$ cat src/hdl/mps_pkg.sv
package mps_pkg;
  // Clock and receive clock rates
  localparam int unsigned CLK_HZ = 200_000_000;
  localparam int unsigned RXCLK_100_HZ = 25_000_000;
  localparam int unsigned RXCLK_NIB_HZ = 2_500_000;
  localparam int unsigned RXCLK_SER_HZ = 10_000_000;
  // Upper management clock rate, kept by the controller
  localparam int unsigned MDC_MAX_HZ = 16_670_000;
  // Half-period counts of the receive clock, minus one
  localparam logic [6:0] HALF_100 = 7'(CLK_HZ / (2 * RXCLK_100_HZ) - 1);
  localparam logic [6:0] HALF_NIB = 7'(CLK_HZ / (2 * RXCLK_NIB_HZ) - 1);
  localparam logic [6:0] HALF_SER = 7'(CLK_HZ / (2 * RXCLK_SER_HZ) - 1);
  // Register addresses
  localparam logic [4:0] ADDR_ISR = 5'h11;
  localparam logic [4:0] ADDR_MASK = 5'h12;
  localparam logic [4:0] ADDR_SELF = 5'h19;
  localparam logic [15:0] MASK_RST = 16'h0000;
  // Self status layout: address in [4:0], drive strap above it
  localparam int SELF_DRV_BIT = 5;
  // Management frame constants
  localparam logic [5:0] PRE_ONES = 6'h20;
  localparam logic [1:0] OP_RD = 2'b10;
  localparam logic [1:0] OP_WR = 2'b01;
  localparam logic [4:0] HDR_LAST = 5'h0c;
  localparam logic [4:0] DATA_LAST = 5'h0f;
  // Positions in the synchronised pin vector
  localparam int I_RXEN = 0;
  localparam int I_MDC = 1;
  localparam int I_MDIO = 2;
  localparam int I_COL = 3;
  localparam int I_CRS = 4;
  localparam int I_DV = 5;
  localparam int I_ER = 6;
  localparam int I_RXD3 = 7;
  localparam int I_RXD1 = 8;
  localparam int I_HUB = 9;
  localparam int I_SER = 10;
  localparam int N_SYNC = 11;

  typedef struct packed {
    logic dv;
    logic er;
    logic [3:0] d;
  } mps_rx_s;

  typedef struct packed {
    logic [4:0] phy_addr;
    logic drive;
    logic hub;
    logic serial;
  } mps_strap_s;

  typedef struct packed {
    logic wr;
    logic rd;
    logic [4:0] addr;
    logic [15:0] data;
  } mps_req_s;
endpackage

$ cat src/hdl/mps_mdio.sv
module mps_mdio (
  // Clock and reset
  input wire logic clk,
  input wire logic rst_n,
  // Synchronised management line
  input wire logic mdc_rise,
  input wire logic mdio_in,
  // Own address and register read data
  input wire logic [4:0] phy_addr,
  input wire logic [15:0] rd_data,
  // Register request towards the core
  output mps_pkg::mps_req_s req,
  // Line drive
  output logic mdio_o,
  output logic mdio_oe
);
  import mps_pkg::*;

  typedef enum logic [2:0] {
    ST_PRE, ST_HDR, ST_TA, ST_TA0, ST_RD, ST_WTA, ST_WR
  } mps_mdio_e;

  mps_mdio_e state, next_state;
  logic [5:0] ones, next_ones;
  logic [4:0] cnt, next_cnt;
  logic [15:0] sh, next_sh;
  logic next_oe, next_dout;
  mps_req_s next_req;

  // Frame walker, advanced only on management clock rising edges
  always_comb begin
    next_state = state;
    next_ones = ones;
    next_cnt = cnt;
    next_sh = sh;
    next_oe = mdio_oe;
    next_dout = mdio_o;
    next_req = req;
    next_req.rd = 1'b0;
    next_req.wr = 1'b0;
    if (req.rd) begin
      next_sh = rd_data; // Read data settle during turnaround
    end
    if (mdc_rise) begin
      unique case (state)
        ST_PRE: begin
          if (mdio_in) begin
            next_ones = (ones == PRE_ONES) ? ones : ones + 6'h01;
          end else if (ones == PRE_ONES) begin
            next_state = ST_HDR;
            next_cnt = 5'h00;
            next_ones = 6'h00;
          end else begin
            next_ones = 6'h00;
          end
        end
        ST_HDR: begin
          next_sh = {sh[14:0], mdio_in};
          next_cnt = cnt + 5'h01;
          // Start bit's leading zero ended the preamble; 13 bits remain
          if (cnt == HDR_LAST) begin
            next_state = ST_PRE;
            next_cnt = 5'h00;
            next_req.addr = next_sh[4:0];
            if (next_sh[12] && next_sh[9:5] == phy_addr) begin
              if (next_sh[11:10] == OP_RD) begin
                next_state = ST_TA;
                next_req.rd = 1'b1;
              end else if (next_sh[11:10] == OP_WR) begin
                next_state = ST_WTA;
              end
            end
          end
        end
        ST_TA: begin
          next_state = ST_TA0;
          next_oe = 1'b1;
          next_dout = 1'b0;
        end
        ST_TA0: begin
          next_state = ST_RD;
          next_dout = sh[15];
          next_sh = {sh[14:0], 1'b0};
          next_cnt = 5'h00;
        end
        ST_RD: begin
          if (cnt == DATA_LAST) begin
            next_state = ST_PRE;
            next_oe = 1'b0;
          end else begin
            next_dout = sh[15];
            next_sh = {sh[14:0], 1'b0};
            next_cnt = cnt + 5'h01;
          end
        end
        ST_WTA: begin
          next_cnt = cnt + 5'h01;
          if (cnt == 5'h01) begin
            next_state = ST_WR;
            next_cnt = 5'h00;
          end
        end
        ST_WR: begin
          next_sh = {sh[14:0], mdio_in};
          next_cnt = cnt + 5'h01;
          if (cnt == DATA_LAST) begin
            next_state = ST_PRE;
            next_req.wr = 1'b1;
            next_req.data = next_sh;
          end
        end
      endcase
    end
  end

  always_ff @(posedge clk) begin
    if (!rst_n) begin
      state <= ST_PRE;
      ones <= 6'h00;
      cnt <= 5'h00;
      sh <= 16'h0000;
      mdio_oe <= 1'b0;
      mdio_o <= 1'b0;
      req <= '0;
    end else begin
      state <= next_state;
      ones <= next_ones;
      cnt <= next_cnt;
      sh <= next_sh;
      mdio_oe <= next_oe;
      mdio_o <= next_dout;
      req <= next_req;
    end
  end

  a_mdio_ta_zero: assert property (@(posedge clk) disable iff (!rst_n)
    (state == ST_TA0) |-> (mdio_oe && !mdio_o))
    else $error("turnaround bit not driven low");
endmodule

$ cat src/hdl/mps_rxclk.sv
module mps_rxclk (
  // Clock and reset
  input wire logic clk,
  input wire logic rst_n,
  // Rate select
  input wire logic speed_100,
  input wire logic serial,
  // Free-running receive clock
  output logic rx_clk
);
  import mps_pkg::*;

  logic [6:0] cnt;
  logic [6:0] next_cnt;
  logic [6:0] half;
  logic next_rx_clk;

  // Toggle every half period; >= lets a rate change settle at once
  always_comb begin
    half = speed_100 ? HALF_100 : (serial ? HALF_SER : HALF_NIB);
    next_cnt = cnt + 7'h01;
    next_rx_clk = rx_clk;
    if (cnt >= half) begin
      next_cnt = 7'h00;
      next_rx_clk = ~rx_clk;
    end
  end

  always_ff @(posedge clk) begin
    if (!rst_n) begin
      cnt <= 7'h00;
      rx_clk <= 1'b0;
    end else begin
      cnt <= next_cnt;
      rx_clk <= next_rx_clk;
    end
  end

  a_rxclk_half: assert property (@(posedge clk) disable iff (!rst_n)
    (cnt > half) |=> (cnt == 7'h00))
    else $error("receive clock counter overran its half period");
endmodule

$ cat src/hdl/mps_status_pins.sv
module mps_status_pins (
  // Clock and reset
  input wire logic clk,
  input wire logic rst_n,
  // State from the transceiver core
  input wire logic speed_100,
  input wire logic full_duplex,
  input wire logic collision,
  input wire logic sqe,
  input wire logic rx_active,
  input wire logic tx_active,
  input wire mps_pkg::mps_rx_s rx_in,
  input wire logic [15:0] evt_state,
  // Strap-only pins and receive enable
  input wire logic repeater_i,
  input wire logic serial_i,
  input wire logic rx_en_i,
  // Collision and carrier sense pins
  input wire logic col_i,
  output logic col_o,
  output logic col_oe,
  input wire logic crs_i,
  output logic crs_o,
  output logic crs_oe,
  // Receive pins
  input wire logic [3:0] rxd_i,
  output logic [3:0] rxd_o,
  output logic rxd_oe,
  input wire logic rx_dv_i,
  output logic rx_dv_o,
  output logic rx_dv_oe,
  input wire logic rx_er_i,
  output logic rx_er_o,
  output logic rx_er_oe,
  output logic rx_clk_o,
  output logic rx_clk_oe,
  // Management pins
  input wire logic mdc,
  input wire logic mdio_i,
  output logic mdio_o,
  output logic mdio_oe,
  output logic irq_pin_o,
  output logic irq_pin_oe,
  // Local register port
  input wire logic [4:0] reg_addr,
  input wire logic [15:0] reg_wdata,
  input wire logic reg_wr,
  input wire logic reg_rd,
  output logic [15:0] reg_rdata,
  output logic irq,
  // Latched strap results
  output logic drive_strength_strap,
  output logic ten_meg_serial_select
);
  import mps_pkg::*;

  logic [N_SYNC-1:0] pin_raw, sync_a, sync_b;
  logic mdc_d, mdc_rise;
  mps_strap_s strap, next_strap;
  logic drv_en, next_drv_en;
  mps_rx_s rx_q, next_rx_q;
  logic next_col, next_crs;
  logic [15:0] interrupt_status_register, next_isr, mask, next_mask, evt_prev, change;
  logic [15:0] next_rdata, self_word, mdio_rdata;
  logic rd_isr;
  mps_req_s mreq;
  logic rx_en_s;

  // Register read decode, shared by the local port and management frames
  function automatic logic [15:0] reg_read(input logic [4:0] a);
    logic [15:0] v;
    v = 16'h0000;
    unique case (a)
      ADDR_ISR: v = interrupt_status_register;
      ADDR_MASK: v = mask;
      ADDR_SELF: v = self_word;
      default: v = 16'h0000;
    endcase
    return v;
  endfunction

  // Pins from outside pass two flops before anything reads them
  assign pin_raw = {serial_i, repeater_i, rxd_i[1], rxd_i[3], rx_er_i,
                    rx_dv_i, crs_i, col_i, mdio_i, mdc, rx_en_i};

  always_ff @(posedge clk) begin
    sync_a <= pin_raw;
    sync_b <= sync_a;
    mdc_d <= sync_b[I_MDC];
  end

  // Edge found in the system clock domain; no logic on the raw clock
  assign mdc_rise = sync_b[I_MDC] & ~mdc_d;
  assign rx_en_s = sync_b[I_RXEN];

  // Straps track the pins while reset is low and freeze at release
  always_comb begin
    next_strap = strap;
    next_drv_en = 1'b1;
    if (!rst_n) begin
      next_strap.phy_addr[0] = sync_b[I_COL];
      next_strap.phy_addr[1] = sync_b[I_RXD1];
      next_strap.phy_addr[2] = sync_b[I_CRS];
      next_strap.phy_addr[3] = sync_b[I_RXD3];
      next_strap.phy_addr[4] = sync_b[I_ER];
      next_strap.drive = sync_b[I_DV];
      next_strap.hub = sync_b[I_HUB];
      next_strap.serial = sync_b[I_SER];
      next_drv_en = 1'b0;
    end
  end

  always_ff @(posedge clk) begin
    strap <= next_strap;
    drv_en <= next_drv_en;
  end

  assign drive_strength_strap = strap.drive;
  assign ten_meg_serial_select = strap.serial;
  // Drive strap sits directly above the five address bits
  assign self_word = {10'h000, strap.drive, strap.phy_addr};

  // Collision and carrier sense; COL is held low in full duplex
  always_comb begin
    next_col = !full_duplex && (collision || (!speed_100 && sqe));
    if (strap.hub || full_duplex) begin
      next_crs = rx_active;
    end else begin
      next_crs = rx_active || tx_active;
    end
    next_rx_q = rx_in;
  end

  always_ff @(posedge clk) begin
    if (!rst_n) begin
      col_o <= 1'b0;
      crs_o <= 1'b0;
      rx_q <= '0;
    end else begin
      col_o <= next_col;
      crs_o <= next_crs;
      rx_q <= next_rx_q;
    end
  end

  // Shared pins turn to outputs only after straps are frozen
  assign col_oe = drv_en;
  assign crs_oe = drv_en;
  assign rxd_o = rx_q.d;
  assign rx_dv_o = rx_q.dv;
  assign rx_er_o = rx_q.er;
  // Release lets several transceivers share one receive bus
  assign rxd_oe = drv_en && rx_en_s;
  assign rx_dv_oe = drv_en && rx_en_s;
  assign rx_er_oe = drv_en && rx_en_s;
  assign rx_clk_oe = drv_en && rx_en_s;

  mps_rxclk u_rxclk (
    .clk(clk),
    .rst_n(rst_n),
    .speed_100(speed_100),
    .serial(strap.serial),
    .rx_clk(rx_clk_o)
  );

  assign mdio_rdata = reg_read(mreq.addr);

  mps_mdio u_mdio (
    .clk(clk),
    .rst_n(rst_n),
    .mdc_rise(mdc_rise),
    .mdio_in(sync_b[I_MDIO]),
    .phy_addr(strap.phy_addr),
    .rd_data(mdio_rdata),
    .req(mreq),
    .mdio_o(mdio_o),
    .mdio_oe(mdio_oe)
  );

  // Status: changes set, reads clear all, writes of one clear; set wins
  always_comb begin
    change = evt_state ^ evt_prev;
    rd_isr = (reg_rd && reg_addr == ADDR_ISR) ||
             (mreq.rd && mreq.addr == ADDR_ISR);
    next_isr = interrupt_status_register;
    next_mask = mask;
    if (rd_isr) begin
      next_isr = 16'h0000;
    end
    if (reg_wr && reg_addr == ADDR_ISR) begin
      next_isr = next_isr & ~reg_wdata;
    end
    if (mreq.wr && mreq.addr == ADDR_ISR) begin
      next_isr = next_isr & ~mreq.data;
    end
    if (reg_wr && reg_addr == ADDR_MASK) begin
      next_mask = reg_wdata;
    end else if (mreq.wr && mreq.addr == ADDR_MASK) begin
      next_mask = mreq.data;
    end
    next_isr = next_isr | change;
    next_rdata = reg_rd ? reg_read(reg_addr) : 16'h0000;
  end

  always_ff @(posedge clk) begin
    evt_prev <= evt_state;
    if (!rst_n) begin
      interrupt_status_register <= 16'h0000;
      mask <= MASK_RST;
      reg_rdata <= 16'h0000;
    end else begin
      interrupt_status_register <= next_isr;
      mask <= next_mask;
      reg_rdata <= next_rdata;
    end
  end

  // Open-drain pin: only ever drives low
  assign irq = |(interrupt_status_register & mask);
  assign irq_pin_o = 1'b0;
  assign irq_pin_oe = irq;

  a_col_fdx_low: assert property (@(posedge clk) disable iff (!rst_n)
    full_duplex |=> !col_o)
    else $error("COL high in full duplex");

  a_col_collision: assert property (@(posedge clk) disable iff (!rst_n)
    (!full_duplex && collision) |=> col_o)
    else $error("collision not shown on COL");

  a_col_sqe_slow: assert property (@(posedge clk) disable iff (!rst_n)
    (!full_duplex && !speed_100 && sqe) |=> col_o)
    else $error("signal quality error not shown at low speed");

  a_crs_rx_only: assert property (@(posedge clk) disable iff (!rst_n)
    ((strap.hub || full_duplex) && !rx_active) |=> !crs_o)
    else $error("CRS shows transmit in receive-only mode");

  a_crs_tx_half: assert property (@(posedge clk) disable iff (!rst_n)
    (!strap.hub && !full_duplex && tx_active) |=> crs_o)
    else $error("CRS misses transmit in half duplex");

  a_strap_capture: assert property (@(posedge clk) disable iff (!rst_n)
    $rose(drv_en) |-> (strap.phy_addr[0] == $past(sync_b[I_COL], 2)) &&
      (strap.phy_addr[2] == $past(sync_b[I_CRS], 2)) &&
      (strap.phy_addr[4] == $past(sync_b[I_ER], 2)) &&
      (strap.phy_addr[1] == $past(sync_b[I_RXD1], 2)) &&
      (strap.drive == $past(sync_b[I_DV], 2)))
    else $error("strap not taken from the last reset cycle");

  a_strap_frozen: assert property (@(posedge clk) disable iff (!rst_n)
    drv_en |=> $stable(strap))
    else $error("strap changed after reset release");

  a_rx_dv_follow: assert property (@(posedge clk) disable iff (!rst_n)
    $past(rst_n) |-> (rx_dv_o == $past(rx_in.dv)) &&
      (rxd_o == $past(rx_in.d)))
    else $error("RX_DV out of step with data");

  a_rx_release: assert property (@(posedge clk) disable iff (!rst_n)
    !rx_en_s |-> !rxd_oe && !rx_dv_oe && !rx_clk_oe)
    else $error("receive pins driven while disabled");

  a_irq_on_change: assert property (@(posedge clk) disable iff (!rst_n)
    (|(change & next_mask)) |=> irq_pin_oe)
    else $error("unmasked change did not assert interrupt");

  a_isr_read_clr: assert property (@(posedge clk) disable iff (!rst_n)
    (rd_isr && change == 16'h0000) |=> (interrupt_status_register == 16'h0000) && !irq)
    else $error("status read did not clear interrupt");

  a_mdc_edge: assert property (@(posedge clk) disable iff (!rst_n)
    mdc_rise |=> !mdc_rise)
    else $error("management clock edge longer than one cycle");
endmodule

$ cat config.mk
export PLATFORM = sky130hd
export DESIGN_NAME = mps_status_pins
export DESIGN_NICKNAME = d
export VERILOG_FILES = /design/src/hdl/mps_pkg.sv /design/src/hdl/mps_mdio.sv /design/src/hdl/mps_rxclk.sv /design/src/hdl/mps_status_pins.sv
export SDC_FILE = /design/constraint.sdc
export NUM_CORES = 1
export LEC_CHECK = 0
export BUFFER_PORTS_ARGS = -buffer_cell sky130_fd_sc_hd__buf_2
export CAP_MARGIN = 20
export CORE_MARGIN = 4
export CORE_UTILIZATION = 35
export DETAILED_ROUTE_END_ITERATION = 16
export GPL_TIMING_DRIVEN = 1
export PLACE_DENSITY = 0.6
export SLEW_MARGIN = 20
export SYNTH_ARGS = -nofsm -noshare
export SYNTH_HDL_FRONTEND = slang
export SYNTH_SLANG_ARGS = --single-unit
$ cat constraint.sdc
create_clock -name clk -period 2.53 [get_ports clk]
set_clock_uncertainty 0.15 [all_clocks]
set_input_delay 0.506 -clock clk [delete_from_list [all_inputs] [get_ports clk]]
set_output_delay 0.506 -clock clk [all_outputs]
set_load 0.005 [all_outputs]
# After elaboration in Yosys (flattened, before gate mapping)
# Cells that the tools add are included.
classes:
  eq_ne: 27
  add_sub_neg: 3
  bitwise_logic: 11
  n_reduce_logical: 35
  muxes: 38
  n_lt_le_gt_ge: 1
op_table:
  columns: ["cell", "count"]
  rows:
  - ["$pmux 16 s3", 3]
  - ["$mux 16", 8]
  - ["$and 16x16->16", 3]
  - ["$not 16->16", 2]
  - ["$eq 5x5->1 const B", 6]
  - ["$pmux 5 s6", 1]
  - ["$mux 5", 5]
  - ["$mux 3", 8]
  - ["$mux 6", 3]
  - ["$pmux 3 s6", 1]
  - ["$reduce_and 3->1", 6]
  - ["$or 16x16->16", 1]
  - ["$reduce_or 16->1", 1]
  - ["$xor 16x16->16", 1]
  - ["$eq 5x4->1 const B", 2]
  - ["$logic_and 1x1->1", 10]
  - ["$ne 2x1->1 const B", 5]
  - ["$reduce_and 5->1", 2]
  - ["$eq 3x3->1 const B", 3]
  - ["$add 7x1->7 const B", 1]
  - ["$ge 7x7->1", 1]
  - ["$mux 7", 1]
  - ["$add 6x1->6 const B", 1]
  - ["$eq 3x2->1 const B", 2]
  - ["other kinds (22)", 38]
word_totals:
  inputBits: 66
  word_cells: 144
  out_inout_bits: 38
  register_bits: 167

# Depth between registers and ports, before layout
# Gate-level depths: netlist of run 1.
depth:
  depth_word: 9
  ltp_mapped: 10

# Modules after synthesis
# Synthesis of run 1 repeated with hierarchy kept, for this count alone.
hier_totals:
  cells_unflattened: 739
  hier_area_um2: 7050.5
by_module_without_submodules:
  columns: ["mod", "seq_area_each_um2", "n_inst", "area_each_um2", "cells_per_inst"]
  rows:
  - ["mps_status_pins", 2162.1, 1, 3836.2, 366]
  - ["mps_mdio", 1101.1, 1, 2745.1, 323]
  - ["mps_rxclk", 160.2, 1, 469.2, 50]

# Worst setup path before layout of run 1
# OpenSTA, ideal clock, no wires.
synth_timing:
  path_type: "reg-to-reg"
  start: "reg u_mdio.cnt[0]"
  end: "reg u_mdio.cnt[3]"
  t_arrival_ns: 2.071
  required_ns: 2.279
  setup_slack_ns: 0.208
  path_stages_with_launch: 9
  setup_ns: 0.101
  path_buffers: 0
  period_less_slack_ns: 2.322
  cell_sequence: "dfxtp_1 > ha_1 > and3_1 > ha_1 > or3b_2 > a21oi_1 > a211oi_1 > nand2_1 > o41ai_1"
synth_between:
  elab_chain_cells: 3
synth_lines:
  columns: ["item", "line", "source"]
  rows:
  - ["start: declaration", "mps_mdio.sv:25", "logic [4:0] cnt, next_cnt;"]
  - ["start signal: assignment", "mps_mdio.sv:128", "cnt <= next_cnt;"]
  - ["$add 5x1->5, or another cell as far along", null, null]
  - ["$mux 5, or another cell as far along", "mps_mdio.sv:98", "if (cnt == 5'h01) begin"]
  - ["$pmux 5 s6 / $reduce_and 5->1 (equally long branches)", null, null]
# Several ways; a longest one is shown, not always the timed one. The select of a mux whose other input is x is not followed.
# A chain may end at the register's enable or synchronous reset.

# Worst setup path in the final report of run 1
layout_timing:
  start: "reg interrupt_status_register[4]"
  end: "out irq"
layout_between:
  elab_chain_cells: 2
layout_lines:
  columns: ["item", "line", "source"]
  rows:
  - ["start: declaration", "mps_status_pins.sv:63", "logic [15:0] interrupt_status_register, next_isr, mask, next_mask, evt_prev, change;"]
  - ["start signal: assignment", "mps_status_pins.sv:212", "interrupt_status_register <= next_isr;"]
  - ["$and 16x16->16", "mps_status_pins.sv:219", "assign irq = |(interrupt_status_register & mask);"]
  - ["$reduce_or 16->1", "mps_status_pins.sv:219", null]
  - ["end: declaration", "mps_status_pins.sv:50", "output logic irq,"]
# No other way between the ends.

==> impl_metrics.toml, run 1 <==
[worst_setup_path]
critPathLaunchType = "flop"
endpoint_kind = "output port"
slowest_stage = "dfxtp_1"
crit_buf_inv = 1
crit_family = "compound AO/OA/AOI/OAI gates"
cpPeakStageDelay_ns = 0.38
path_class = "flop to output port"
cp.required_ns = 1.87
crit_path_cell_trace = "a22o_1, a221oi_1, nand4_1, buf_2"
r2r_cells = 8
critical_path_depth = 4
cp.arrival_ns = 1.73
r2r_setup_slack_ns = 0.23
path_max_fanout = 4

[final_layout]
drive_gt1_share_pct = 21.4
synthToLayoutAreaGrowth_pct = 21.7
stdcell_count = 1079
fillers = 1837
seqCellArea_sq_um = 3420
fin_nets = 883
multi_input_area_sq_um = 2980
insertedDiodeCount = 0

[synth]
yosys_warnings = 0
synth_common_cells = "159 x dfxtp_1, 64 x nand2_1, 47 x a21oi_1, 40 x inv_1, 40 x nor2_1"
synthFlopType = "dfxtp_1"
avgSynthCellArea_sq_um = 9.57
synth_top_cell_area_share_pct = 47.1
synth_area_sq_um = 6760
synth.most_common_cell = "dfxtp_1"
syn_inst = 706
yosys_register_bits = 167
async_flop_share_pct = 0
synth_edf_count = 8
syn_nets = 783
synthTopCellsByArea = "dfxtp_1 47%, a221oi_1 4.0%, edfxtp_1 3.6%, nand2_1 3.6%, a21oi_1 3.5%"
ys_types = 58
ys_seq_area_share_pct = 50.7
yosys.area.top_type = "dfxtp_1"

[die]
initial_utilization_pct = 35.9
die-area_sq_um = 21600
coreArea_sq_um = 18800
die_y_um = 147
die_x_um = 147
core.rowCount = 50
io-pin-count = 104

[timing]
finalCritPeriodShare_pct = 94.3
slew-limit-headroom_pct = 44.3
period_needed_ns = 2.39
hold_viol = 0
setup-violations-final = 0
drv_slew = 0
fmax_ghz = 0.419
tightest_slew_ns = 0.830
whs_ns = 0.0258
rsz0062_at_grt = "no"

[power]
irDropWorstVdd_uv = 477
p_leak_nw = 3.35
p_per_area_nw_per_um2 = 701
p_total_w = 0.00576

[clock_tree]
cts_tree = "done"
clk_pin_slew_ns = 0.07
clockRootBuffer = "clkbuf_16"
htreeDepth = 4
cts_buffer_depth = 2
worstSkewPairLatency_ns = 0.43
cts_sinks = 167
postCtsSetupBuffers = 0
cts_buffers = 17

[drt]
drt_iter0_drc = 405
ant_nets = 0
viasPerCell = 5.24
drt_wl_total_um = 17500
route.vias.total = 5649
first_pass_iters = 5
wl_per_cell_um = 16.2
drcViolationCount = 0

[min_path]
holdPathStages = 1
hold_path.class = "input pin to flop"

[global_routing]
grt_overflow = 0
grt.total_usage_pct = 16.4
grt_max_degree = 66
grt_pass1_vias = 5379
grt_pass1_wl_um = 28600
antenna_found_initial = 0

[place]
gp_congestion = 0.867
place_hpwl_um = 12000
portBuffers = 100
dp.cells = 1047

[status]
status = "finished clean"

[flow_run]
cap_violations = 0
==> power breakdown <==
part,total (W),internal (W),switching (W)
Sequential,0.00283,0.00275,0.0000852
Clock,0.00262,0.00148,0.00113
Combinational,0.000314,0.000154,0.000160
Total,0.00576,0.00438,0.00138
==> per-layer routing <==
metal	vias to the layer above	routed length [um]	GRT usage, %
met4	0	205	4.61
met5	-	0	0
met2	217	7850	24.7
met3	17	1400	5.64
met1	2666	8060	22.4
li1	2749	-	-
==> flip-flops by register name, indices dropped and copies added, names as in the netlist, 5 cells and up <==
| name | cells |
|---|---|
| u_mdio.cnt | 5 |
| sync_a | 11 |
| reg_rdata | 16 |
| evt_prev | 16 |
| self_word | 5 |
| u_mdio.ones | 6 |
| u_mdio.sh | 16 |
| mask | 16 |
| interrupt_status_register | 16 |
| u_rxclk.cnt | 7 |
| u_mdio.req | 23 |
| sync_b | 11 |
==> final cells by class <==
| type | count | area share (%) |
|---|---|---|
| inverters | 40 | 1.83 |
| clock buffers | 18 | 5.22 |
| flip-flops and latches | 167 | 41.6 |
| multi-input cells | 451 | 36.3 |
| well taps | 260 | 3.96 |
| repair buffers | 129 | 9.04 |
| clock inverters | 14 | 2.02 |
==> worst paths after layout <==
path | startpoint | end
worst max-delay path | interrupt_status_register[4] | irq
worst min-delay path | rx_dv_i | sync_a[5]
worst max register to register | u_mdio.cnt[1] | u_mdio.cnt[2]
worst min register to register | sync_a[9] | sync_b[9]
==> cell usage in the layout (no fill, tap or decap), types with 17 or more instances in the layout <==
cell type / count
inv_1: 40
buf_2: 100
clkbuf_16: 17
mux2i_1: 21
o21ai_0: 38
buf_4: 27
nand2_1: 64
dfxtp_1: 159
nor2_1: 40
a221oi_1: 31
xor2_1: 22
a22o_1: 25
a21oi_1: 47
==> through the flow <==
stage | utilization [%] | TNS (ns) | setup slack, ns | area (sq um)
CTS | 43.6 | 0 | 0.109 | 8210
detailed placement | 40.4 | -0.163 | -0.114 | 7610
finish | 43.7 | 0 | 0.143 | 8220
global placement | 40.4 | -0.0356 | -0.0325 | 7610
floorplan | - | 0 | 0.208 | 6760
global route | 43.7 | 0 | 0.0536 | 8220
==> cells by family after synthesis <==
| family | share of synthesized area (%) |
|---|---|
| multiplexers | 3.11 |
| adder cells (fa/ha/maj) | 2.04 |
| buffers and inverters | 5.41 |
| XOR/XNOR | 3.76 |
| AO/OA/AOI/OAI | 21.3 |
| flip-flops | 50.7 |
| other | 0.0555 |
| AND/OR/NAND/NOR | 13.6 |
==> worst register-to-register path, stage by stage, from the launching register on <==
cell and delay, ns:
dfxtp_1 0.35, ha_1 0.19, and3_1 0.17, ha_1 0.17, or3b_2 0.46, a21oi_1 0.26, a211oi_4 0.11, nand2_1 0.17
o221ai_1 0.14
==> what timing repair did <==
action,4_1_cts,5_1_grt
gates resized for setup,1,1
endpoints found under the setup margin,3,2
hold buffers,0,0
gates cloned,0,0
Note: power is estimated with default switching activity, not from simulation.
==> inputs of run 2 (changes only) <==
--- a/config.mk
+++ b/config.mk
@@ -5,13 +5,14 @@
 export SDC_FILE = /design/constraint.sdc
 export NUM_CORES = 1
 export LEC_CHECK = 0
+export ABC_AREA = 1
 export BUFFER_PORTS_ARGS = -buffer_cell sky130_fd_sc_hd__buf_2
 export CAP_MARGIN = 20
 export CORE_MARGIN = 4
 export CORE_UTILIZATION = 35
 export DETAILED_ROUTE_END_ITERATION = 16
 export GPL_TIMING_DRIVEN = 1
-export PLACE_DENSITY = 0.6
+export PLACE_DENSITY = 0.59
 export SLEW_MARGIN = 20
 export SYNTH_ARGS = -nofsm -noshare
 export SYNTH_HDL_FRONTEND = slang
==> run 2 against run 1 <==
Compared with the run above:
- routed wire length up 5.0%
- non-clock buffer count down 9
- global-route usage down 0.66 points
- final cell count up 25%
- utilization down 1.2 points
- flip-flop and latch count unchanged
- clock-buffer cell count unchanged
- register-to-register slack better by 0.21 ns
- design area up 5.3%
- worst hold slack worse by 0.013 ns
- first-iteration DRC count down 16%
- largest cell class unchanged
- highest routed layer unchanged
==> impl_metrics.toml, run 2 <==
[status]
status = "finished clean"

[timing]
setup-violations-final = 0
rsz0062_at_grt = "no"
tightest_slew_ns = 0.632
fin_setup_tns_ns = 0
slew-limit-headroom_pct = 57.8
drv_slew = 0
fmax_ghz = 0.446
finalCritPeriodShare_pct = 88.7
hold_viol = 0
period_needed_ns = 2.24

[worst_setup_path]
rr_startpoint = "u_mdio.req[19]"
worst_r2r_endpoint = "interrupt_status_register[8]"
r2r_setup_slack_ns = 0.44
endpoint_kind = "output port"
r2r_cells = 8
path_max_fanout = 3
path_class = "flop to output port"
critPathLaunchType = "flop"
cp.arrival_ns = 1.59
cp.required_ns = 1.87

[synth]
synth_edf_count = 8
synth.most_common_cell = "nand2_1"
ys_types = 41
synthFlopType = "dfxtp_1"
synth_common_cells = "214 x nand2_1, 159 x dfxtp_1, 100 x nor2_1, 99 x inv_1, 90 x nand3_1"
syn_inst = 971
syn_nets = 1048
synth_top_cell_area_share_pct = 43.6
yosys_warnings = 0
async_flop_share_pct = 0
synthTopCellsByArea = "dfxtp_1 44%, nand2_1 11%, nand3_1 6.2%, a21oi_1 5.3%, nor2_1 5.1%"
avgSynthCellArea_sq_um = 7.53
ys_seq_area_share_pct = 46.8
yosys.area.top_type = "dfxtp_1"
yosys_register_bits = 167
synth_area_sq_um = 7310

[drt]
wl_per_cell_um = 13.7
ant_nets = 0
viasPerCell = 4.74
route.vias.total = 6380
drcViolationCount = 0
drt_iter0_drc = 341
drt_wl_total_um = 18400
first_pass_iters = 5

[place]
gp_congestion = 0.905
portBuffers = 100
place_hpwl_um = 13500

[clock_tree]
cts_tree = "done"
clockRootBuffer = "clkbuf_16"
postCtsSetupBuffers = 0
clk_pin_slew_ns = 0.07
cts_buffers = 17
cts_sinks = 167
worstSkewPairLatency_ns = 0.44
cts.repair.resized = 0
htreeDepth = 4
cts_buffer_depth = 2

[global_routing]
grt_pass1_wl_um = 30000
grt_overflow = 0
grt_pass1_vias = 5801
antenna_found_initial = 0
grt_max_degree = 34
grt.total_usage_pct = 15.7

[die]
core.rowCount = 52
die_y_um = 153
die_x_um = 153
die-area_sq_um = 23300
initial_utilization_pct = 35.9
coreArea_sq_um = 20400
io-pin-count = 104

[final_layout]
post-route-util_pct = 42.5
final_common_cell = "nand2_1"
fin_nets = 1140
largest_register_ffs = 23
fillers = 2120
synthToLayoutAreaGrowth_pct = 18.4
drive_gt1_share_pct = 16.7
regMostFlops = "u_mdio.req"
layout_common_cells = "214 x nand2_1, 159 x dfxtp_1, 100 x nor2_1, 100 x buf_2, 99 x inv_1"
insertedDiodeCount = 0

[power]
p_seq_share_pct = 49.5
swShare_pct = 25.5
p_per_area_nw_per_um2 = 654
p_clk_share_pct = 45.2
p_int_w = 0.00422
p_leak_nw = 3.83
power_switching_w = 0.00145
irDropWorstVdd_uv = 516
pwr-share-comb_pct = 5.3

[flow_run]
cap_violations = 0

[min_path]
worstHoldEndpoint = "sync_a[3]"
holdPathStages = 1
worstHoldStart = "col_i"
hold_path.class = "input pin to flop"
-- run 2: cell types whose count changed in the layout (fill, tap and decap cells not counted), sizes merged, moves of 12 or more --
cell    before  now
inv         45  109
o211ai      12    0
mux2i       21    0
a22o        25    5
a221oi      32    0
o21ai       38   65
nand4        6   27
nand2       64  219
nor2        40  108
nand3        8   93
a21oi       47   77
a22oi       12    0
-- run 2: logic make-up (layout without fill, tap and decap cells) --
group,count (synthesis),count (layout),synth area share [%]
flops,167,167,46.8
fa+ha+maj,11,11,1.88
buf+inv,149,254,8.94
xor+xnor,22,22,2.64
simple gates,466,466,28.3
compound gates,155,155,11.4
other cells,1,1,0.0513
-- run 2: final cells by class --
class	count	area, sq um	area share [%]
repair buffers	120	678	7.84
inverters	102	383	4.42
clock buffers	18	439	5.08
flip-flops and latches	167	3420	39.6
multi-input cells	655	3230	37.3
clock inverters	14	160	1.85
well taps	270	338	3.90
-- run 2: worst max-delay path by stage --
stage / startpoint / to / slack [ns] / cells after the start
2_1_floorplan: speed_100 / u_rxclk.cnt[3] / 0.58 / 7
3_3_place_gp: speed_100 / u_rxclk.cnt[4] / 0.31 / 8
3_5_place_dp: speed_100 / u_rxclk.cnt[4] / 0.25 / 8
4_1_cts: mask[1] / irq_pin_oe / 0.23 / 5
5_1_grt: interrupt_status_register[0] / irq_pin_oe / 0.16 / 5
6_report: mask[1] / irq_pin_oe / 0.29 / 5
-- run 2: through the flow --
stage | setup slack (ns) | cells | power (W) | cell area [sq um] | hold slack (ns)
after CTS | 0.225 | 1345 | 0.00575 | 8640 | 0.0000380
after global routing | 0.165 | 1346 | 0.00593 | 8650 | 0.00347
after global placement | 0.313 | 1313 | 0.00316 | 8040 | 0.161
final | 0.287 | 1346 | 0.00566 | 8650 | 0.0129
after floorplan | 0.584 | 971 | 0.00302 | 7310 | 0.160
after detailed placement | 0.248 | 1313 | 0.00317 | 8040 | 0.162
-- run 2: worst max-delay path: stages, from the launching register on --
cell and delay (ns):
dfxtp_1 0.34, inv_1 0.09, o21ai_0 0.10, nor4_1 0.35
nand2_1 0.14, buf_2 0.15
-- run 2: power by group through the flow --
stage | clock network [W] | registers (W) | logic [W]
floorplan | 0 | 0.00284 | 0.000179
global placement | 0 | 0.00286 | 0.000297
detailed placement | 0 | 0.00286 | 0.000303
CTS | 0.00264 | 0.00280 | 0.000304
global route | 0.00276 | 0.00281 | 0.000348
finish | 0.00256 | 0.00280 | 0.000300
-- run 2: per-layer routing --
| layer | global-route usage (%) | part of all wire [%] | vias to the layer above |
|---|---|---|---|
| li1 | - | - | 3339 |
| met1 | 22.1 | 48 | 2832 |
| met2 | 24.3 | 44 | 195 |
| met3 | 4.00 | 6.5 | 14 |
| met4 | 4.24 | 1.1 | 0 |
| met5 | 0 | 0 | - |
-- run 2: timing repair --
| item | in CTS | in global routing |
|---|---|---|
| endpoints found under the hold margin | 0 | 1 |
| hold buffers | 0 | 1 |
| endpoints found under the setup margin | 0 | 0 |
==> inputs of run 3 (changes only) <==
--- a/config.mk
+++ b/config.mk
@@ -7,12 +7,12 @@
 export LEC_CHECK = 0
 export ABC_AREA = 1
 export BUFFER_PORTS_ARGS = -buffer_cell sky130_fd_sc_hd__buf_2
-export CAP_MARGIN = 20
+export CAP_MARGIN = 0
 export CORE_MARGIN = 4
 export CORE_UTILIZATION = 35
 export DETAILED_ROUTE_END_ITERATION = 16
 export GPL_TIMING_DRIVEN = 1
-export PLACE_DENSITY = 0.59
+export PLACE_DENSITY = 0.65
 export SLEW_MARGIN = 20
 export SYNTH_ARGS = -nofsm -noshare
 export SYNTH_HDL_FRONTEND = slang
==> run 3 against run 2 <==
Compared with the run above:
- critical path depth stayed put
- combinational power hardly changed
- final cell count is 0.22% higher
- sequential power hardly changed
- via count is 0.66% higher
- clock-buffer cell count is 2 higher
- clock power is 3% higher
- sequential share of layout area hardly changed
- worst setup slack worse by 0.055 ns
- utilization hardly changed
- first-iteration DRC count is 44% higher
- critical path type unchanged
- critical endpoint is now irq
- largest cell class unchanged
- highest routed layer unchanged
==> impl_metrics.toml, run 3 (synthesis gave the netlist of run 2 again) <==
[final_layout]
regMostFlops = "u_mdio.req"
fillers = 2092
seqCellArea_sq_um = 3420
synthToLayoutAreaGrowth_pct = 18.5
final_common_cell = "nand2_1"
layout_common_cells = "214 x nand2_1, 159 x dfxtp_1, 100 x nor2_1, 100 x buf_2, 99 x inv_1"
fin_nets = 1143
multi_input_area_sq_um = 3230
insertedDiodeCount = 0
drive_gt1_share_pct = 16.7
largest_register_ffs = 23

[worst_setup_path]
path_max_fanout = 3
rr_startpoint = "u_mdio.cnt[0]"
cp.required_ns = 1.87
critPathLaunchType = "flop"
cp.arrival_ns = 1.64
crit_path_start = "mask[1]"
endpoint_kind = "output port"
path_class = "flop to output port"

[die]
coreArea_sq_um = 20400
initial_utilization_pct = 35.9
io-pin-count = 104
die_x_um = 153
die_y_um = 153
core.rowCount = 52
die-area_sq_um = 23300

[drt]
viasPerCell = 4.76
drt_iter0_drc = 490
ant_nets = 0
drcViolationCount = 0
first_pass_iters = 5
wl_per_cell_um = 13.4
drt_wl_total_um = 18100
route.vias.total = 6422

[min_path]
worstHoldStart = "serial_i"
hold_path.class = "input pin to flop"

[clock_tree]
hold_buffers = 0
clockRootBuffer = "clkbuf_16"
worstSkewPairLatency_ns = 0.43
clk_pin_slew_ns = 0.07
cts_tree = "done"
cts_buffer_depth = 2
cts.repair.resized = 0
postCtsSetupBuffers = 0
cts_sinks = 167
cts_buffers = 17
htreeDepth = 4

[timing]
setup-violations-final = 0
fmax_ghz = 0.435
drv_slew = 0
period_needed_ns = 2.30
whs_ns = 0.0236
rsz0062_at_grt = "no"
hold_viol = 0
tightest_slew_ns = 0.628
slew-limit-headroom_pct = 58.0
fin_setup_tns_ns = 0
finalCritPeriodShare_pct = 90.8

[place]
place_hpwl_um = 13200
portBuffers = 100
gp_congestion = 0.837

[power]
p_leak_nw = 3.84
irDropWorstVdd_uv = 487
p_per_area_nw_per_um2 = 663

[global_routing]
grt_pass1_wl_um = 29900
grt.total_usage_pct = 15.6
grt_max_degree = 41
grt_pass1_vias = 5963
grt_overflow = 0
antenna_found_initial = 0

[status]
status = "finished clean"

[flow_run]
cap_violations = 0
[run 3: cell types whose count changed in the layout (fill, tap and decap cells not counted)]
| cell | change |
|---|---|
| clkinvlp_4 | -2 |
| bufinv_16 | +1 |
| clkinv_8 | -2 |
| dlygate4sd3_1 | +2 |
| buf_4 | +3 |
| buf_12 | -2 |
| clkbuf_1 | +1 |
| inv_8 | -1 |
| clkinv_4 | -1 |
| inv_6 | +3 |
| clkbuf_8 | +1 |
[run 3: metal layers]
layer,global-route usage [%],part of all wire (%),vias to the layer above
met3,4.80,6.5,24
met2,23.8,43,186
met5,0,0,-
met4,5.13,1.6,0
met1,21.1,49,2868
li1,-,-,3344
[run 3: cell type report]
| class | count | area share, % |
|---|---|---|
| inverters | 102 | 4.42 |
| flip-flops and latches | 167 | 39.5 |
| repair buffers | 123 | 7.86 |
| clock buffers | 20 | 5.27 |
| clock inverters | 12 | 1.72 |
| well taps | 270 | 3.90 |
| multi-input cells | 655 | 37.3 |
[run 3: worst max-delay path, cell delays in order (launching register included)]
cell     delay, ns
dfxtp_1       0.35
inv_1         0.09
o21ai_0       0.12
nor4_1        0.37
nand2_1       0.14
buf_2         0.15
[run 3: report_power, final]
part	internal, W	switching (W)	leakage, nW
logic	0.000128	0.000170	2.16
registers	0.00274	0.0000675	1.38
clock network	0.00146	0.00118	0.298
total	0.00433	0.00141	3.84
[run 3: worst paths after layout]
check / endpoint / slack [ns] / cells past startpoint
worst max-delay path: irq / 0.23 / 5
worst min-delay path: sync_a[10] / 0.02 / 1
worst max register to register: u_mdio.cnt[0] / 0.48 / 10
worst min register to register: sync_b[1] / 0.18 / 0
[run 3: per-stage QoR]
step / setup WS, ns / power, W / instances / instance area, sq um / utilization [%]
floorplan: 0.584 / 0.00302 / 971 / 7310 / -
global placement: 0.307 / 0.00315 / 1314 / 8030 / 39.4
detailed placement: 0.278 / 0.00316 / 1314 / 8030 / 39.4
CTS: 0.210 / 0.00581 / 1346 / 8630 / 42.4
global route: 0.0817 / 0.00599 / 1349 / 8660 / 42.5
finish: 0.232 / 0.00574 / 1349 / 8660 / 42.5
